<file path="config.mk">
export PLATFORM = sky130hd
export DESIGN_NAME = report_sched
export DESIGN_NICKNAME = d
export VERILOG_FILES = /design/src/logic/report_sched_pkg.sv /design/src/logic/report_sched.sv
export SDC_FILE = /design/constraint.sdc
export NUM_CORES = 1
export LEC_CHECK = 0
export ABC_AREA = 0
export BUFFER_PORTS_ARGS = -buffer_cell sky130_fd_sc_hd__buf_2
export CORE_MARGIN = 4
export CORE_UTILIZATION = 55
export DETAILED_ROUTE_END_ITERATION = 10
export PLACE_DENSITY = 0.75
export SLEW_MARGIN = 20
export SYNTH_ARGS = -nofsm -noshare
export SYNTH_HDL_FRONTEND = slang
export SYNTH_SLANG_ARGS = --single-unit
</file>
<file path="constraint.sdc">
create_clock -name mclk -period 3 [get_ports mclk]
set_input_delay 0.6 -clock mclk [delete_from_list [all_inputs] [get_ports mclk]]
set_output_delay 0.6 -clock mclk [all_outputs]
set_load 0.03 [all_outputs]
</file>
<file path="src/logic/report_sched_pkg.sv">
/*
 * Constants and carrier types for the report scheduler of a satellite
 * navigation receiver's control port. Assumes one 40 MHz clock and an
 * APB master that owns the option and control registers.
 */
// Functional notes
// - Automatic reports go out without any prior command from the host.
// - Time report every 150 s with a fix, every 15 s without.
// - Selected position reports are sent once per second epoch.
// - Selected velocity reports are sent once per second epoch.
// - Health and machine status reports are sent every 30 seconds.
// - Differential fix mode report every 30 s, only in differential mode.
// - Host writes report-option bits; the scheduler applies them.
// - Byte0 bit0 selects XYZ position, bit4 picks double precision.
// - Byte0 bit1 selects LLA position, bit4 picks double precision.
// - Byte1 bit0 selects ECEF velocity, byte1 bit1 selects ENU velocity.
// - Byte0 bit5 selects UTM position by precision plus combined report.
// - Power-up order: health, status, position, velocity, time, diff mode.
// - Power-up ends after diff mode report; commands accepted only after.
// - Power-up time report only when GPS time is known.
// - Satellite data load subcodes 02 to 05 name the data loaded.
// - Correction data request is answered with the correction report.
// - Correction inputs of types 1, 9 and 2 are taken silently.
// - Time request gets time report; UTC request gets UTC report.
// - Packets are framed by control characters at start and end.
// - Each packet carries an identifier byte defining its contents.
package report_sched_pkg;

   localparam int unsigned CLK_HZ         = 40_000_000;
   localparam int unsigned EPOCH_S        = 1;
   localparam int unsigned EPOCH_CYCLES   = CLK_HZ * EPOCH_S;
   localparam int unsigned TIME_FIX_S     = 150;
   localparam int unsigned TIME_NOFIX_S   = 15;
   localparam int unsigned HEALTH_S       = 30;
   localparam int unsigned DIFF_S         = 30;

   // APB byte addresses
   localparam logic [7:0] OPT_ADDR    = 8'h00;
   localparam logic [7:0] CTRL_ADDR   = 8'h04;
   localparam logic [7:0] STATUS_ADDR = 8'h08;

   // Option word: byte 0 in [7:0], byte 1 in [15:8]
   localparam int unsigned OPT_XYZ_BIT   = 0;
   localparam int unsigned OPT_LLA_BIT   = 1;
   localparam int unsigned OPT_DBL_BIT   = 4;
   localparam int unsigned OPT_UTM_BIT   = 5;
   localparam int unsigned OPT_VECEF_BIT = 8;
   localparam int unsigned OPT_VENU_BIT  = 9;
   localparam logic [15:0] OPT_RESET     = 16'h0203;

   localparam int unsigned CTRL_FIX_BIT  = 0;
   localparam int unsigned CTRL_TIME_BIT = 1;
   localparam int unsigned CTRL_DIFF_BIT = 2;

   // Identifier bytes
   localparam logic [7:0] ID_TIME     = 8'h41;
   localparam logic [7:0] ID_XYZ_S    = 8'h42;
   localparam logic [7:0] ID_VECEF    = 8'h43;
   localparam logic [7:0] ID_HEALTH   = 8'h46;
   localparam logic [7:0] ID_LLA_S    = 8'h4a;
   localparam logic [7:0] ID_STATUS   = 8'h4b;
   localparam logic [7:0] ID_VENU     = 8'h56;
   localparam logic [7:0] ID_SATDATA  = 8'h58;
   localparam logic [7:0] ID_DIFFMODE = 8'h82;
   localparam logic [7:0] ID_XYZ_D    = 8'h83;
   localparam logic [7:0] ID_LLA_D    = 8'h84;
   localparam logic [7:0] ID_CORR     = 8'h85;
   localparam logic [7:0] ID_SUPER    = 8'h8f;
   localparam logic [7:0] SUB_UTM_S   = 8'h17;
   localparam logic [7:0] SUB_UTM_D   = 8'h18;
   localparam logic [7:0] SUB_COMBO   = 8'h20;
   localparam logic [7:0] SUB_NONE    = 8'h00;

   // Command identifiers
   localparam logic [7:0] CMD_TIME_REQ = 8'h21;
   localparam logic [7:0] CMD_SATLOAD  = 8'h38;
   localparam logic [7:0] CMD_CORR_19  = 8'h60;
   localparam logic [7:0] CMD_CORR_2   = 8'h61;
   localparam logic [7:0] CMD_CORR_REQ = 8'h65;
   localparam logic [7:0] SUB_ALMANAC  = 8'h02;
   localparam logic [7:0] SUB_ALM_HLTH = 8'h03;
   localparam logic [7:0] SUB_IONO     = 8'h04;
   localparam logic [7:0] SUB_UTC      = 8'h05;

   // Due-report slots, one bit each, sent lowest index first
   localparam int unsigned NSLOT        = 15;
   localparam int unsigned SL_HEALTH    = 0;
   localparam int unsigned SL_STATUS    = 1;
   localparam int unsigned SL_XYZ       = 2;
   localparam int unsigned SL_LLA       = 3;
   localparam int unsigned SL_UTM       = 4;
   localparam int unsigned SL_COMBO     = 5;
   localparam int unsigned SL_VECEF     = 6;
   localparam int unsigned SL_VENU      = 7;
   localparam int unsigned SL_TIME      = 8;
   localparam int unsigned SL_DIFF      = 9;
   localparam int unsigned SL_R_TIME    = 10;
   localparam int unsigned SL_R_UTC     = 11;
   localparam int unsigned SL_R_CORR    = 12;
   localparam int unsigned SL_SPARE0    = 13;
   localparam int unsigned SL_SPARE1    = 14;

   typedef enum logic [1:0] {ST_POWERUP, ST_RUN} phase_type;

   typedef struct packed {
      logic [7:0] id;
      logic [7:0] sub;
   } report_type;

   typedef struct packed {
      logic [7:0] id;
      logic [7:0] sub;
   } command_type;

endpackage

</file>
<file path="src/logic/report_sched.sv">
/*
 * Report scheduler: keeps the one-second epoch, raises due reports,
 * answers host commands and hands one report at a time to a framer.
 * Assumes a downstream framer adds the delimiters and payload and holds
 * rpt_ready low while a packet is on the wire; commands arrive parsed.
 */
`timescale 1ns/1ps
module report_sched #(
   parameter int unsigned EPOCH_CYCLES = report_sched_pkg::EPOCH_CYCLES
) (
   input  wire logic                        mclk,
   input  wire logic                        arst_n,
   input  wire logic                        psel,
   input  wire logic                        penable,
   input  wire logic                        pwrite,
   input  wire logic [7:0]                  paddr,
   input  wire logic [31:0]                 pwdata,
   output logic      [31:0]                 prdata,
   output logic                             pready,
   output logic                             pslverr,
   input  wire logic                        diag_done,
   input  wire logic                        cmd_valid,
   input  wire report_sched_pkg::command_type cmd,
   output logic                             cmd_ready,
   output logic                             rpt_valid,
   output report_sched_pkg::report_type     rpt,
   input  wire logic                        rpt_ready,
   output logic                             epoch_tick,
   output logic                             powerup_done
);

   typedef struct packed {
      report_sched_pkg::phase_type phase;
      logic [31:0]                 epoch_cnt;
      logic [7:0]                  time_sec;
      logic [4:0]                  health_sec;
      logic [4:0]                  diff_sec;
      logic [15:0]                 opt;
      logic [2:0]                  ctrl;
      logic [report_sched_pkg::NSLOT-1:0] due;
      logic                        busy;
      report_sched_pkg::report_type out;
      logic [31:0]                 rdata;
      logic                        tick;
   } state_type;

   state_type s_r;
   state_type s_nxt;

   logic                                 bus_access;
   logic                                 have_fix;
   logic                                 time_known;
   logic                                 diff_mode;
   logic [report_sched_pkg::NSLOT-1:0]   pick;
   logic [report_sched_pkg::NSLOT-1:0]   epoch_due;
   logic                                 time_due;
   report_sched_pkg::report_type         pick_rpt;

   assign bus_access = psel && penable;
   assign have_fix   = s_r.ctrl[report_sched_pkg::CTRL_FIX_BIT];
   assign time_known = s_r.ctrl[report_sched_pkg::CTRL_TIME_BIT];
   assign diff_mode  = s_r.ctrl[report_sched_pkg::CTRL_DIFF_BIT];

   // Lowest set slot wins, which fixes the output order
   assign pick = s_r.due & (~s_r.due + 15'h0001);

   always_comb begin
      pick_rpt = '{id: 8'h00, sub: report_sched_pkg::SUB_NONE};
      unique case (1'b1)
         pick[report_sched_pkg::SL_HEALTH]: pick_rpt.id = report_sched_pkg::ID_HEALTH;
         pick[report_sched_pkg::SL_STATUS]: pick_rpt.id = report_sched_pkg::ID_STATUS;
         pick[report_sched_pkg::SL_XYZ]:
            pick_rpt.id = s_r.opt[report_sched_pkg::OPT_DBL_BIT] ?
                          report_sched_pkg::ID_XYZ_D : report_sched_pkg::ID_XYZ_S;
         pick[report_sched_pkg::SL_LLA]:
            pick_rpt.id = s_r.opt[report_sched_pkg::OPT_DBL_BIT] ?
                          report_sched_pkg::ID_LLA_D : report_sched_pkg::ID_LLA_S;
         pick[report_sched_pkg::SL_UTM]: begin
            pick_rpt.id  = report_sched_pkg::ID_SUPER;
            pick_rpt.sub = s_r.opt[report_sched_pkg::OPT_DBL_BIT] ?
                           report_sched_pkg::SUB_UTM_D : report_sched_pkg::SUB_UTM_S;
         end
         pick[report_sched_pkg::SL_COMBO]: begin
            pick_rpt.id  = report_sched_pkg::ID_SUPER;
            pick_rpt.sub = report_sched_pkg::SUB_COMBO;
         end
         pick[report_sched_pkg::SL_VECEF]: pick_rpt.id = report_sched_pkg::ID_VECEF;
         pick[report_sched_pkg::SL_VENU]:  pick_rpt.id = report_sched_pkg::ID_VENU;
         pick[report_sched_pkg::SL_TIME],
         pick[report_sched_pkg::SL_R_TIME]: pick_rpt.id = report_sched_pkg::ID_TIME;
         pick[report_sched_pkg::SL_DIFF]: pick_rpt.id = report_sched_pkg::ID_DIFFMODE;
         pick[report_sched_pkg::SL_R_UTC]: begin
            pick_rpt.id  = report_sched_pkg::ID_SATDATA;
            pick_rpt.sub = report_sched_pkg::SUB_UTC;
         end
         pick[report_sched_pkg::SL_R_CORR]: pick_rpt.id = report_sched_pkg::ID_CORR;
         default: pick_rpt = '{id: 8'h00, sub: report_sched_pkg::SUB_NONE};
      endcase
   end

   // Position and velocity slots for this epoch, from the option word
   always_comb begin
      epoch_due = '0;
      epoch_due[report_sched_pkg::SL_XYZ]   =
         s_r.opt[report_sched_pkg::OPT_XYZ_BIT];
      epoch_due[report_sched_pkg::SL_LLA]   =
         s_r.opt[report_sched_pkg::OPT_LLA_BIT];
      epoch_due[report_sched_pkg::SL_UTM]   =
         s_r.opt[report_sched_pkg::OPT_UTM_BIT];
      epoch_due[report_sched_pkg::SL_COMBO] =
         s_r.opt[report_sched_pkg::OPT_UTM_BIT];
      epoch_due[report_sched_pkg::SL_VECEF] =
         s_r.opt[report_sched_pkg::OPT_VECEF_BIT];
      epoch_due[report_sched_pkg::SL_VENU]  =
         s_r.opt[report_sched_pkg::OPT_VENU_BIT];
   end

   // Interval follows the fix state at the moment of each epoch
   assign time_due = have_fix ?
      (s_r.time_sec >= 8'(report_sched_pkg::TIME_FIX_S - 1)) :
      (s_r.time_sec >= 8'(report_sched_pkg::TIME_NOFIX_S - 1));

   always_comb begin
      s_nxt      = s_r;
      s_nxt.tick = 1'b0;

      // Report hand-off; slot cleared when its report is loaded for the framer
      if (s_r.busy && rpt_ready) begin
         s_nxt.busy = 1'b0;
      end
      if (!s_r.busy && (s_r.due != '0)) begin
         s_nxt.busy = 1'b1;
         s_nxt.out  = pick_rpt;
         s_nxt.due  = s_r.due & ~pick;
      end

      unique case (s_r.phase)
         report_sched_pkg::ST_POWERUP: begin
            // Sequence loaded once diagnostics finish
            if (diag_done && s_r.due == '0 && !s_r.busy && s_r.epoch_cnt == '0) begin
               s_nxt.due = epoch_due;
               s_nxt.due[report_sched_pkg::SL_HEALTH] = 1'b1;
               s_nxt.due[report_sched_pkg::SL_STATUS] = 1'b1;
               s_nxt.due[report_sched_pkg::SL_TIME]   = time_known;
               s_nxt.due[report_sched_pkg::SL_DIFF]   = 1'b1;
               s_nxt.epoch_cnt = 32'h0000_0001;
            end
            if (s_r.epoch_cnt != '0 && s_r.busy && rpt_ready &&
                s_r.out.id == report_sched_pkg::ID_DIFFMODE) begin
               s_nxt.phase     = report_sched_pkg::ST_RUN;
               s_nxt.epoch_cnt = '0;
            end
         end
         report_sched_pkg::ST_RUN: begin
            // Free-running epoch, no host input needed
            if (s_r.epoch_cnt == 32'(EPOCH_CYCLES - 1)) begin
               s_nxt.epoch_cnt  = '0;
               s_nxt.tick       = 1'b1;
               s_nxt.due        = s_nxt.due | epoch_due;
               s_nxt.time_sec   = time_due ? 8'h00 : s_r.time_sec + 8'h01;
               s_nxt.health_sec = (s_r.health_sec == 5'(report_sched_pkg::HEALTH_S - 1)) ?
                                  5'h00 : s_r.health_sec + 5'h01;
               s_nxt.diff_sec   = (s_r.diff_sec == 5'(report_sched_pkg::DIFF_S - 1)) ?
                                  5'h00 : s_r.diff_sec + 5'h01;
               if (time_due) begin
                  s_nxt.due[report_sched_pkg::SL_TIME] = 1'b1;
               end
               if (s_r.health_sec == 5'(report_sched_pkg::HEALTH_S - 1)) begin
                  s_nxt.due[report_sched_pkg::SL_HEALTH] = 1'b1;
                  s_nxt.due[report_sched_pkg::SL_STATUS] = 1'b1;
               end
               if (s_r.diff_sec == 5'(report_sched_pkg::DIFF_S - 1) && diff_mode) begin
                  s_nxt.due[report_sched_pkg::SL_DIFF] = 1'b1;
               end
            end else begin
               s_nxt.epoch_cnt = s_r.epoch_cnt + 32'h0000_0001;
            end
            // Requests queue a reply slot; set joins after hand-off clear
            if (cmd_valid) begin
               unique case (cmd.id)
                  report_sched_pkg::CMD_TIME_REQ:
                     s_nxt.due[report_sched_pkg::SL_R_TIME] = 1'b1;
                  report_sched_pkg::CMD_SATLOAD:
                     if (cmd.sub == report_sched_pkg::SUB_UTC) begin
                        s_nxt.due[report_sched_pkg::SL_R_UTC] = 1'b1;
                     end
                  report_sched_pkg::CMD_CORR_REQ:
                     s_nxt.due[report_sched_pkg::SL_R_CORR] = 1'b1;
                  default: ;
               endcase
            end
         end
         default: s_nxt.phase = report_sched_pkg::ST_POWERUP;
      endcase

      // Register writes steer the scheduler
      s_nxt.rdata = 32'h0000_0000;
      if (psel && !penable && !pwrite) begin
         unique case (paddr)
            report_sched_pkg::OPT_ADDR:  s_nxt.rdata = {16'h0000, s_r.opt};
            report_sched_pkg::CTRL_ADDR: s_nxt.rdata = {29'h0000_0000, s_r.ctrl};
            report_sched_pkg::STATUS_ADDR:
               s_nxt.rdata = {s_r.time_sec, s_r.busy,
                              7'(s_r.phase == report_sched_pkg::ST_RUN),
                              1'b0, s_r.due};
            default: s_nxt.rdata = 32'h0000_0000;
         endcase
      end
      if (bus_access && pwrite) begin
         if (paddr == report_sched_pkg::OPT_ADDR) begin
            s_nxt.opt = pwdata[15:0];
         end
         if (paddr == report_sched_pkg::CTRL_ADDR) begin
            s_nxt.ctrl = pwdata[2:0];
         end
      end
   end

   always_ff @(posedge mclk or negedge arst_n) begin
      if (!arst_n) begin
         s_r            <= '0;
         s_r.phase      <= report_sched_pkg::ST_POWERUP;
         s_r.opt        <= report_sched_pkg::OPT_RESET;
      end else begin
         s_r <= s_nxt;
      end
   end

   assign pready       = 1'b1;
   assign prdata       = s_r.rdata;
   assign pslverr      = bus_access && (paddr != report_sched_pkg::OPT_ADDR) &&
                         (paddr != report_sched_pkg::CTRL_ADDR) &&
                         (paddr != report_sched_pkg::STATUS_ADDR);
   // Commands held off until the power-up run is over
   assign cmd_ready    = (s_r.phase == report_sched_pkg::ST_RUN);
   assign rpt_valid    = s_r.busy;
   // Whole report handed over at once; framer adds the delimiters
   assign rpt          = s_r.out;
   assign epoch_tick   = s_r.tick;
   assign powerup_done = (s_r.phase == report_sched_pkg::ST_RUN);

endmodule

</file>
==> results of run 1 <==
==> logic make-up (layout without fill, tap and decap cells) <==
group                      count (synthesis)  in the layout
AOI/OAI and AO/OA                        172            172
xor gates and xnor gates                   6              6
muxes                                     23             23
DFF                                      125            125
buffers and inverters                     96            154
adders and majority gates                 10             10
other                                      2             10
and+or+nand+nor                          248            248
==> area by class of cell <==
| cell class | instances | area share, % |
|---|---|---|
| clock inverters | 7 | 1.22 |
| repair buffers | 107 | 8.03 |
| clock buffers | 25 | 6.60 |
| multi-input cells | 469 | 38.4 |
| flip-flops and latches | 125 | 42.6 |
| inverters | 15 | 0.765 |
| well taps | 143 | 2.43 |
==> through the flow <==
| stage | setup WS [ps] | hold WS [ps] | instances | util (%) | power (mW) |
|---|---|---|---|---|---|
| floorplan | 517 | 304 | 690 | - | 3.21 |
| global placement | 526 | 465 | 859 | 59.1 | 3.49 |
| detailed placement | 441 | 478 | 859 | 59.1 | 3.55 |
| CTS | 428 | 230 | 891 | 64.1 | 5.55 |
| global route | 262 | 267 | 891 | 64.1 | 5.82 |
| finish | 437 | 209 | 891 | 64.1 | 5.54 |
==> flip-flops by register name, indices dropped and copies added, names as in the netlist <==
register    flops
diff_mode       1
epoch_due       5
epoch_tick      1
have_fix        1
prdata         26
rpt            12
rpt_valid       1
s_r            78
==> placed cells by master (no fill, tap or decap), drive strengths merged, types with 10 or more instances in the layout <==
| master | n |
|---|---|
| o31ai | 12 |
| nand3 | 30 |
| clkbuf | 25 |
| dfrtp | 122 |
| and3 | 19 |
| nand4 | 14 |
| a31oi | 10 |
| o21ai | 72 |
| nor2 | 66 |
| conb | 10 |
| a21oi | 34 |
| a22oi | 12 |
| mux2 | 20 |
| nor3 | 14 |
| buf | 107 |
| nand2 | 48 |
| nor4 | 14 |
| ha | 10 |
| inv | 15 |
==> how the worst max path moves through the flow <==
stage / startpoint / end / slack [ps]
global route: s_r[107] / s_r[133] / 260
floorplan: paddr[5] / epoch_due[6] / 520
detailed placement: s_r[51] / s_r[133] / 440
CTS: s_r[51] / s_r[127] / 430
finish: s_r[107] / s_r[133] / 440
global placement: s_r[51] / s_r[109] / 530
==> routing by layer <==
metal / vias to the layer above / GRT usage [%]
met5: - / 0
met2: 191 / 35.6
met3: 26 / 4.92
met1: 2544 / 28.2
met4: 0 / 9.63
li1: 2508 / -
==> power by group through the flow <==
stage,logic [mW],registers (mW),clock network [mW]
2_1_floorplan,1.05,2.17,0
3_3_place_gp,1.21,2.28,0
3_5_place_dp,1.25,2.30,0
4_1_cts,1.26,2.27,2.02
5_1_grt,1.40,2.32,2.09
6_report,1.26,2.29,1.99
==> run_results.csv, run 1 <==
group,metric,value,unit
clocking,clkTransAtPathRegs,50,ps
grt,grtUsageTotal,21.9,%
timing,period_share,85.4,%
run_status,outcome,"completed",
logic_synthesis,synthDominantCellAreaShare,47.0,%
timing,clock-skew-final,8.67,ps
placement,dpl_cell_area,6780,um^2
grt,grt_overflow_total,0,
setup_path,r2r_end,"s_r[133]",
clocking,cts-buffers-inserted,17,
timing,maxSlewViolCount,0,
timing,setup_violations,0,
timing,setup_tns,0,ps
final_layout,fill_cells,930,
logic_synthesis,yosysTopAreaCell,"dfrtp_1",
logic_synthesis,yosysUniqueCellTypes,61,
routing,vias_per_cell,5.91,
timing,grt_setup_unrepaired,"false",
pwr,sw_frac_of_total,33.9,%
clocking,root_buffer,"clkbuf_16",
pwr,ir_drop,627,uV
clocking,post_cts_resize_count,0,
logic_synthesis,synthTopCellsByArea,"dfrtp_1 47%, buf_4 5.9%, o21ai_0 4.9%",
grt,grt_max_degree,52,
logic_synthesis,synth.avg_cell_area,9.52,um^2
final_layout,seqCellArea,3130,um^2
floorplan,ios,118,
logic_synthesis,async_reset_ff_share,100,%
logic_synthesis,yosysWarnings,0,
pwr,combPwrFrac,22.7,%
hold_path,hold_class,"primary input to asynchronous set/reset pin",
clocking,clk_latency,420,ps
clocking,cts_htree_levels,4,
routing,wl_met3,1020,um
routing,wl_met1,6210,um
setup_path,cp_num_buf_inv,0,
logic_synthesis,synth-edff-count,0,
clocking,post-cts-setup-buffers,0,
run,max_cap_viol_count,0,
logic_synthesis,netlist_area,6490,um^2
pwr,p_int,3.66,mW
pwr,p_switching,1.88,mW
setup_path,crit_slowest_cell,"or4_1",
setup_path,r2r_slack,440,ps
final_layout,drive_above_1_share,23.1,%
setup_path,cpPeakStageDelay,710,ps
final_layout,nets,809,
logic_synthesis,synth_xor_area_share,0.809,%
grt,grt_antenna_before_repair,0,
clocking,clock_path_buffers,2,
logic_synthesis,synthAdderAreaFrac,1.93,%
setup_path,crit_fanout,9,
pwr,pwr-share-clk,36.0,%
logic_synthesis,synth_common_cells,"122 x dfrtp_1, 66 x nor2_1, 63 x o21ai_0",
logic_synthesis,ys_seq_elements,125,
placement,portBuffers,91,
floorplan,rows,39,
timing,relSlewSlack,55.9,%
timing,timing.final.crit_period,2560,ps
logic_synthesis,synthSimpleGateAreaFrac,19.6,%
timing,fmax,390,MHz
final_layout,multi_input_area,2820,um^2
routing,vias,5269,
routing,first_pass_iters,5,
timing,hold_viol,0,
final_layout,final_cell_area,7360,um^2
setup_path,worst-path-stages,6,
routing,drc,0,
clocking,clock-sinks,125,
pwr,p_leak,3.46,nW
routing,wl_met2,7110,um
logic_synthesis,yosysSeqAreaShare,48.2,%
logic_synthesis,syn_inst,682,
setup_path,worstRegToRegCells,6,
floorplan,die_w,117,um
setup_path,crit_required,3300,ps
setup_path,cp_common_cell,"o21ai_0",
floorplan,coreArea,11500,um^2
final_layout,diodes,0,
timing,tightestPinTransition,656,ps
placement,place.gp.congestion,0.903,
floorplan,initial_core_util,56.6,%
pwr,power_density,753,nW/um^2
setup_path,path_cells,"nand4_1, or4_1, nor3_1, a21oi_1, o21ai_0, o21ai_0",
logic_synthesis,synthMuxAreaShare,3.93,%
setup_path,cp-end-kind,"flop",
routing,ant_nets,0,
setup_path,r2r-start,"s_r[107]",
grt,grt_pass1_wl,23600,um
final_layout,syn2layout_area_growth,13.3,%
floorplan,dieArea,13600,um^2
routing,routed.top_layer,"met4",
grt,grt_pass1_vias,5068,
setup_path,cp-start-kind,"flop",
placement,hpwl,10200,um
clocking,holdBufCountCts,0,
routing,routedWlPerCell,16.4,um
setup_path,critical-path-top-delay-family,"simple AND/OR/NAND/NOR gates",
setup_path,path_class,"flop to flop",
logic_synthesis,synth_most_common_cell,"dfrtp_1",
routing,first_iter_violations,480,
routing,drt_wl_total,14600,um
logic_synthesis,synth_top_family_by_area,"simple AND/OR/NAND/NOR gates",
logic_synthesis,synth_compound_area_share,16.5,%
pwr,seq_power_share,41.3,%
logic_synthesis,ys.flop_type,"dfrtp_1",
setup_path,critPathArrivalTime,2860,ps
clocking,cts_tree,"done",
floorplan,die_h,117,um
No activity file was read; power rests on OpenSTA's default activity.
==> run 2: changes to the inputs <==
==> constraint.sdc (replaced) <==
create_clock -name mclk -period 3 [get_ports mclk]
set_input_delay 0.15 -clock mclk [delete_from_list [all_inputs] [get_ports mclk]]
set_output_delay 0.15 -clock mclk [all_outputs]
set_load 0.03 [all_outputs]
==> run 2 against run 1 <==
Net effect: sequential cell count did not move; maximum frequency fell by 0.20%; critical path depth rose by 1; design area rose by 3.4%; non-clock buffer count rose by 19; critical endpoint is now s_r[109].
==> run_results.csv, run 2 (synthesis gave the netlist of run 1 again) <==
group,metric,value,unit
routing,drc,0,
pwr,ir_drop,616,uV
grt,grt_antenna_before_repair,0,
pwr,p_switching,1.92,mW
setup_path,cp-end-kind,"flop",
pwr,p_leak,3.56,nW
clocking,cts_tree,"done",
placement,hpwl,10400,um
pwr,power_density,758,nW/um^2
timing,period_share,85.6,%
timing,grt_setup_unrepaired,"false",
final_layout,final_core_util,66.3,%
floorplan,rows,39,
clocking,cts_htree_levels,4,
routing,first_iter_violations,394,
hold_path,hold_class,"primary input to flop",
floorplan,coreArea,11500,um^2
run_status,outcome,"completed",
grt,grtUsageTotal,23.0,%
timing,setup_violations,0,
pwr,seq_power_share,39.7,%
clocking,clock_path_buffers,2,
timing,relSlewSlack,37.6,%
final_layout,nets,828,
final_layout,final_common_cell,"dfrtp_1",
final_layout,layout_common_cells,"122 x dfrtp_1, 90 x buf_2, 66 x nor2_1",
final_layout,syn2layout_area_growth,17.1,%
pwr,combPwrFrac,22.5,%
clocking,cts-buffers-inserted,17,
routing,drt_wl_total,15200,um
final_layout,fill_cells,858,
pwr,p_int,3.85,mW
timing,setup_tns,0,ps
timing,tightestPinTransition,936,ps
placement,portBuffers,91,
pwr,sw_frac_of_total,33.3,%
grt,grt_pass1_vias,5167,
timing,fmax,389,MHz
clocking,clock-sinks,125,
setup_path,critPathArrivalTime,2860,ps
clocking,post_cts_resize_count,0,
timing,timing.hold.ws,11.2,ps
routing,routedWlPerCell,16.7,um
routing,vias,5397,
setup_path,path_class,"flop to flop",
grt,grt_pass1_wl,24700,um
timing,timing.final.crit_period,2570,ps
timing,clock-skew-final,6.54,ps
final_layout,top_register,"s_r",
grt,grt_max_degree,72,
clocking,root_buffer,"clkbuf_16",
final_layout,largest_register_ffs,78,
grt,grt_overflow_total,0,
final_layout,drive_above_1_share,23.0,%
routing,ant_nets,0,
floorplan,die_h,117,um
timing,maxSlewViolCount,0,
setup_path,crit_fanout,28,
floorplan,ios,118,
setup_path,crit_required,3290,ps
placement,place.gp.congestion,0.898,
run,max_cap_viol_count,0,
routing,vias_per_cell,5.94,
final_layout,diodes,0,
timing,hold_viol,0,
setup_path,cp-start-kind,"flop",
routing,first_pass_iters,5,
pwr,pwr-share-clk,37.8,%
floorplan,dieArea,13600,um^2
floorplan,initial_core_util,56.6,%
clocking,clk_latency,420,ps
floorplan,die_w,117,um
clocking,clkTransAtPathRegs,50,ps
==> run 2: cell count changes in the layout (fill, tap and decap cells not counted), sizes merged <==
cell,before,now
clkinv,3,4
bufinv,2,4
dlygate4sd3,0,19
clkbuf,25,21
==> run 2: routing by layer <==
layer,up-vias,global-route usage (%),part of all wire (%)
met3,33,4.66,6.1
met4,0,9.17,2.2
li1,2550,-,-
met2,194,38.4,50
met5,-,0,0
met1,2620,29.4,42
==> run 2: per-stage QoR <==
stage	instances	area, um^2	total power [mW]	setup WS [ps]
floorplan	690	6530	3.21	649
detailed placement	859	6780	3.57	439
global placement	859	6780	3.51	514
CTS	909	7600	5.78	423
finish	909	7600	5.77	432
global route	909	7600	6.05	249
==> run 2: final timing paths <==
kind	from	to	slack, ps	cells after the start
min in group asynchronous	arst_n	s_r[91]	400	2
worst max register to register	s_r[51]	s_r[109]	430	7
max in group asynchronous	arst_n	s_r[106]	1830	3
worst min-delay path	cmd[3]	s_r[61]	10	4
worst max-delay path	s_r[51]	s_r[109]	430	7
worst min register to register	rpt[3]	rpt[3]	480	2
==> run 2: what timing repair did <==
action / in CTS / in global routing
endpoints found under the setup margin: 0 / 0
buffers inserted: 0 / 0
hold buffers: 19 / 0
endpoints found under the hold margin: 86 / 0
==> run 2: power by group through the flow <==
| stage | Clock [mW] | Sequential, mW | Combinational [mW] |
|---|---|---|---|
| after floorplan | 0 | 2.17 | 1.05 |
| after global placement | 0 | 2.28 | 1.22 |
| after detailed placement | 0 | 2.30 | 1.27 |
| after CTS | 2.20 | 2.28 | 1.30 |
| after global routing | 2.28 | 2.33 | 1.44 |
| final | 2.18 | 2.29 | 1.30 |
==> run 2: area by class of cell <==
type	count	area, um^2	share of cell area [%]
Inverter	15	56.3	0.740
Clock inverter	10	163	2.14
Timing Repair Buffer	126	781	10.3
Multi-Input combinational cell	469	2820	37.1
Clock buffer	21	470	6.19
Sequential cell	125	3130	41.2
Tap cell	143	179	2.35
==> run 2: critical path, stage by stage (launching register included) <==
cell and delay (ps):
dfrtp_1 470, or4_4 540, or3_1 450, nor3_4 300
a311oi_4 130, buf_4 260, o21ai_0 170, o21ai_0 110
==> run 3: changes to the inputs <==
--- a/config.mk
+++ b/config.mk
@@ -8,9 +8,9 @@
 export ABC_AREA = 0
 export BUFFER_PORTS_ARGS = -buffer_cell sky130_fd_sc_hd__buf_2
 export CORE_MARGIN = 4
-export CORE_UTILIZATION = 55
+export CORE_UTILIZATION = 50
 export DETAILED_ROUTE_END_ITERATION = 10
-export PLACE_DENSITY = 0.75
+export PLACE_DENSITY = 0.73
 export SLEW_MARGIN = 20
 export SYNTH_ARGS = -nofsm -noshare
 export SYNTH_HDL_FRONTEND = slang
==> run 3 against run 2 <==
Net effect: cell count is 3.2% higher; sequential cell count did not move; clock skew up 2.1 ps; sequential share of layout area decreased by 0.088 points; largest power group unchanged; critical endpoint is now s_r[120]; critical path depth is the same.
==> run_results.csv, run 3 (synthesis gave the netlist of run 1 again) <==
group,metric,value,unit
run_status,outcome,"completed",
setup_path,critPathArrivalTime,2820,ps
setup_path,crit_fanout,28,
floorplan,die_h,122,um
setup_path,crit_slowest_cell,"or4_4",
routing,first_iter_violations,387,
timing,setup_violations,0,
routing,routedWlPerCell,16.0,um
grt,grt_pass1_wl,24700,um
floorplan,coreArea,12700,um^2
setup_path,cp-end-kind,"flop",
placement,pre_cts_ws,481,ps
timing,maxSlewViolCount,0,
setup_path,cp-start-kind,"flop",
setup_path,path_class,"flop to flop",
pwr,p_int,3.79,mW
final_layout,drive_above_1_share,23.1,%
hold_path,hold_class,"primary input to flop",
pwr,p_switching,1.91,mW
setup_path,r2r_slack,460,ps
timing,worst_slack,456,ps
timing,period_share,84.8,%
clocking,cts_tree,"done",
timing,tightestPinTransition,874,ps
floorplan,dieArea,14900,um^2
timing,grt_setup_unrepaired,"false",
placement,dpl_cell_area,6820,um^2
clocking,root_buffer,"clkbuf_16",
timing,timing.hold.ws,23.1,ps
routing,vias_per_cell,5.61,
setup_path,r2r-start,"s_r[51]",
clocking,clk_latency,410,ps
setup_path,cp_common_cell,"o21ai_0",
final_layout,layout_common_cells,"122 x dfrtp_1, 90 x buf_2, 66 x nor2_1",
routing,drt_wl_total,15000,um
timing,timing.final.crit_period,2540,ps
pwr,finalPower,5.70,mW
timing,clock-skew-final,8.66,ps
clocking,clkTransAtPathRegs,60,ps
grt,grt_max_degree,66,
clocking,clock-sinks,125,
hold_path,min_from,"cmd[15]",
final_layout,nets,827,
setup_path,cpPeakStageDelay,540,ps
setup_path,worstRegToRegCells,7,
pwr,power_density,748,nW/um^2
placement,portBuffers,91,
run,max_cap_viol_count,0,
placement,place.gp.congestion,0.878,
placement,hpwl,10300,um
final_layout,syn2layout_area_growth,17.3,%
final_layout,largest_register_ffs,78,
timing,relSlewSlack,41.6,%
clocking,cts-buffers-inserted,17,
clocking,clock_path_buffers,2,
grt,grt_antenna_before_repair,0,
hold_path,min_path_cells,3,
floorplan,die_w,122,um
pwr,p_leak,3.55,nW
floorplan,ios,118,
grt,grt_overflow_total,0,
grt,grtUsageTotal,20.9,%
final_layout,diodes,0,
clocking,cts_htree_levels,4,
final_layout,top_register,"s_r",
floorplan,rows,41,
pwr,pwr-share-clk,37.3,%
routing,ant_nets,0,
setup_path,r2r_end,"s_r[120]",
routing,vias,5265,
grt,grt_pass1_vias,5171,
clocking,post_cts_resize_count,0,
final_layout,final_common_cell,"dfrtp_1",
timing,fmax,393,MHz
timing,setup_tns,0,ps
setup_path,critical-path-top-delay-family,"simple AND/OR/NAND/NOR gates",
pwr,ir_drop,427,uV
pwr,sw_frac_of_total,33.6,%
hold_path,min_to,"s_r[62]",
setup_path,path_cells,"or4_4, or3_1, nor3_4, a311oi_4, buf_4, o21ai_0, o21ai_0",
floorplan,initial_core_util,51.3,%
setup_path,cp_num_buf_inv,1,
pwr,seq_power_share,40.2,%
timing,hold_viol,0,
setup_path,crit_required,3280,ps
pwr,combPwrFrac,22.6,%
routing,first_pass_iters,5,
routing,drc,0,
final_layout,final_cell_area,7620,um^2
run 3: what timing repair did:
action,in CTS,in global routing
hold endpoints to repair,83,0
setup buffers,0,0
hold buffers,18,0
run 3: per-stage QoR:
step | instances | util, %
6_report | 938 | 60.1
2_1_floorplan | 690 | -
4_1_cts | 938 | 60.1
3_3_place_gp | 888 | 53.8
5_1_grt | 938 | 60.1
3_5_place_dp | 888 | 53.8
run 3: how the worst max path moves through the flow:
stage,startpoint,endpoint,depth (start not counted)
after global routing,s_r[102],s_r[120],8
after global placement,s_r[51],s_r[133],7
after detailed placement,s_r[51],s_r[117],7
after CTS,s_r[51],s_r[120],7
after floorplan,s_r[51],s_r[108],9
final,s_r[51],s_r[120],7
run 3: per-layer routing:
| layer | track usage (%) | wire, um |
|---|---|---|
| met5 | 0 | 0 |
| met4 | 7.21 | 196 |
| met3 | 5.34 | 804 |
| met2 | 35.0 | 7510 |
| met1 | 26.5 | 6460 |
run 3: worst reg2reg max path, cell delays in order, from the launching register on:
cell and delay, ps:
dfrtp_1 460, or4_4 540, or3_1 440, nor3_4 290, a311oi_4 120, buf_4 260
o21ai_0 200, o21ai_0 110
run 3: power by group through the flow:
stage / Combinational [mW] / Sequential [mW] / Clock, mW
floorplan: 1.05 / 2.17 / 0
global placement: 1.22 / 2.29 / 0
detailed placement: 1.27 / 2.30 / 0
CTS: 1.29 / 2.28 / 2.16
global route: 1.44 / 2.34 / 2.25
finish: 1.29 / 2.29 / 2.13
run 3: final cells by class:
cell class              count  area, um^2
fillers                  1056        5050
flip-flops and latches    125        3130
multi-input cells         469        2820
repair buffers            125         771
clock buffers              18         429
well taps                 172         215
clock inverters            14         194
inverters                  15        56.3
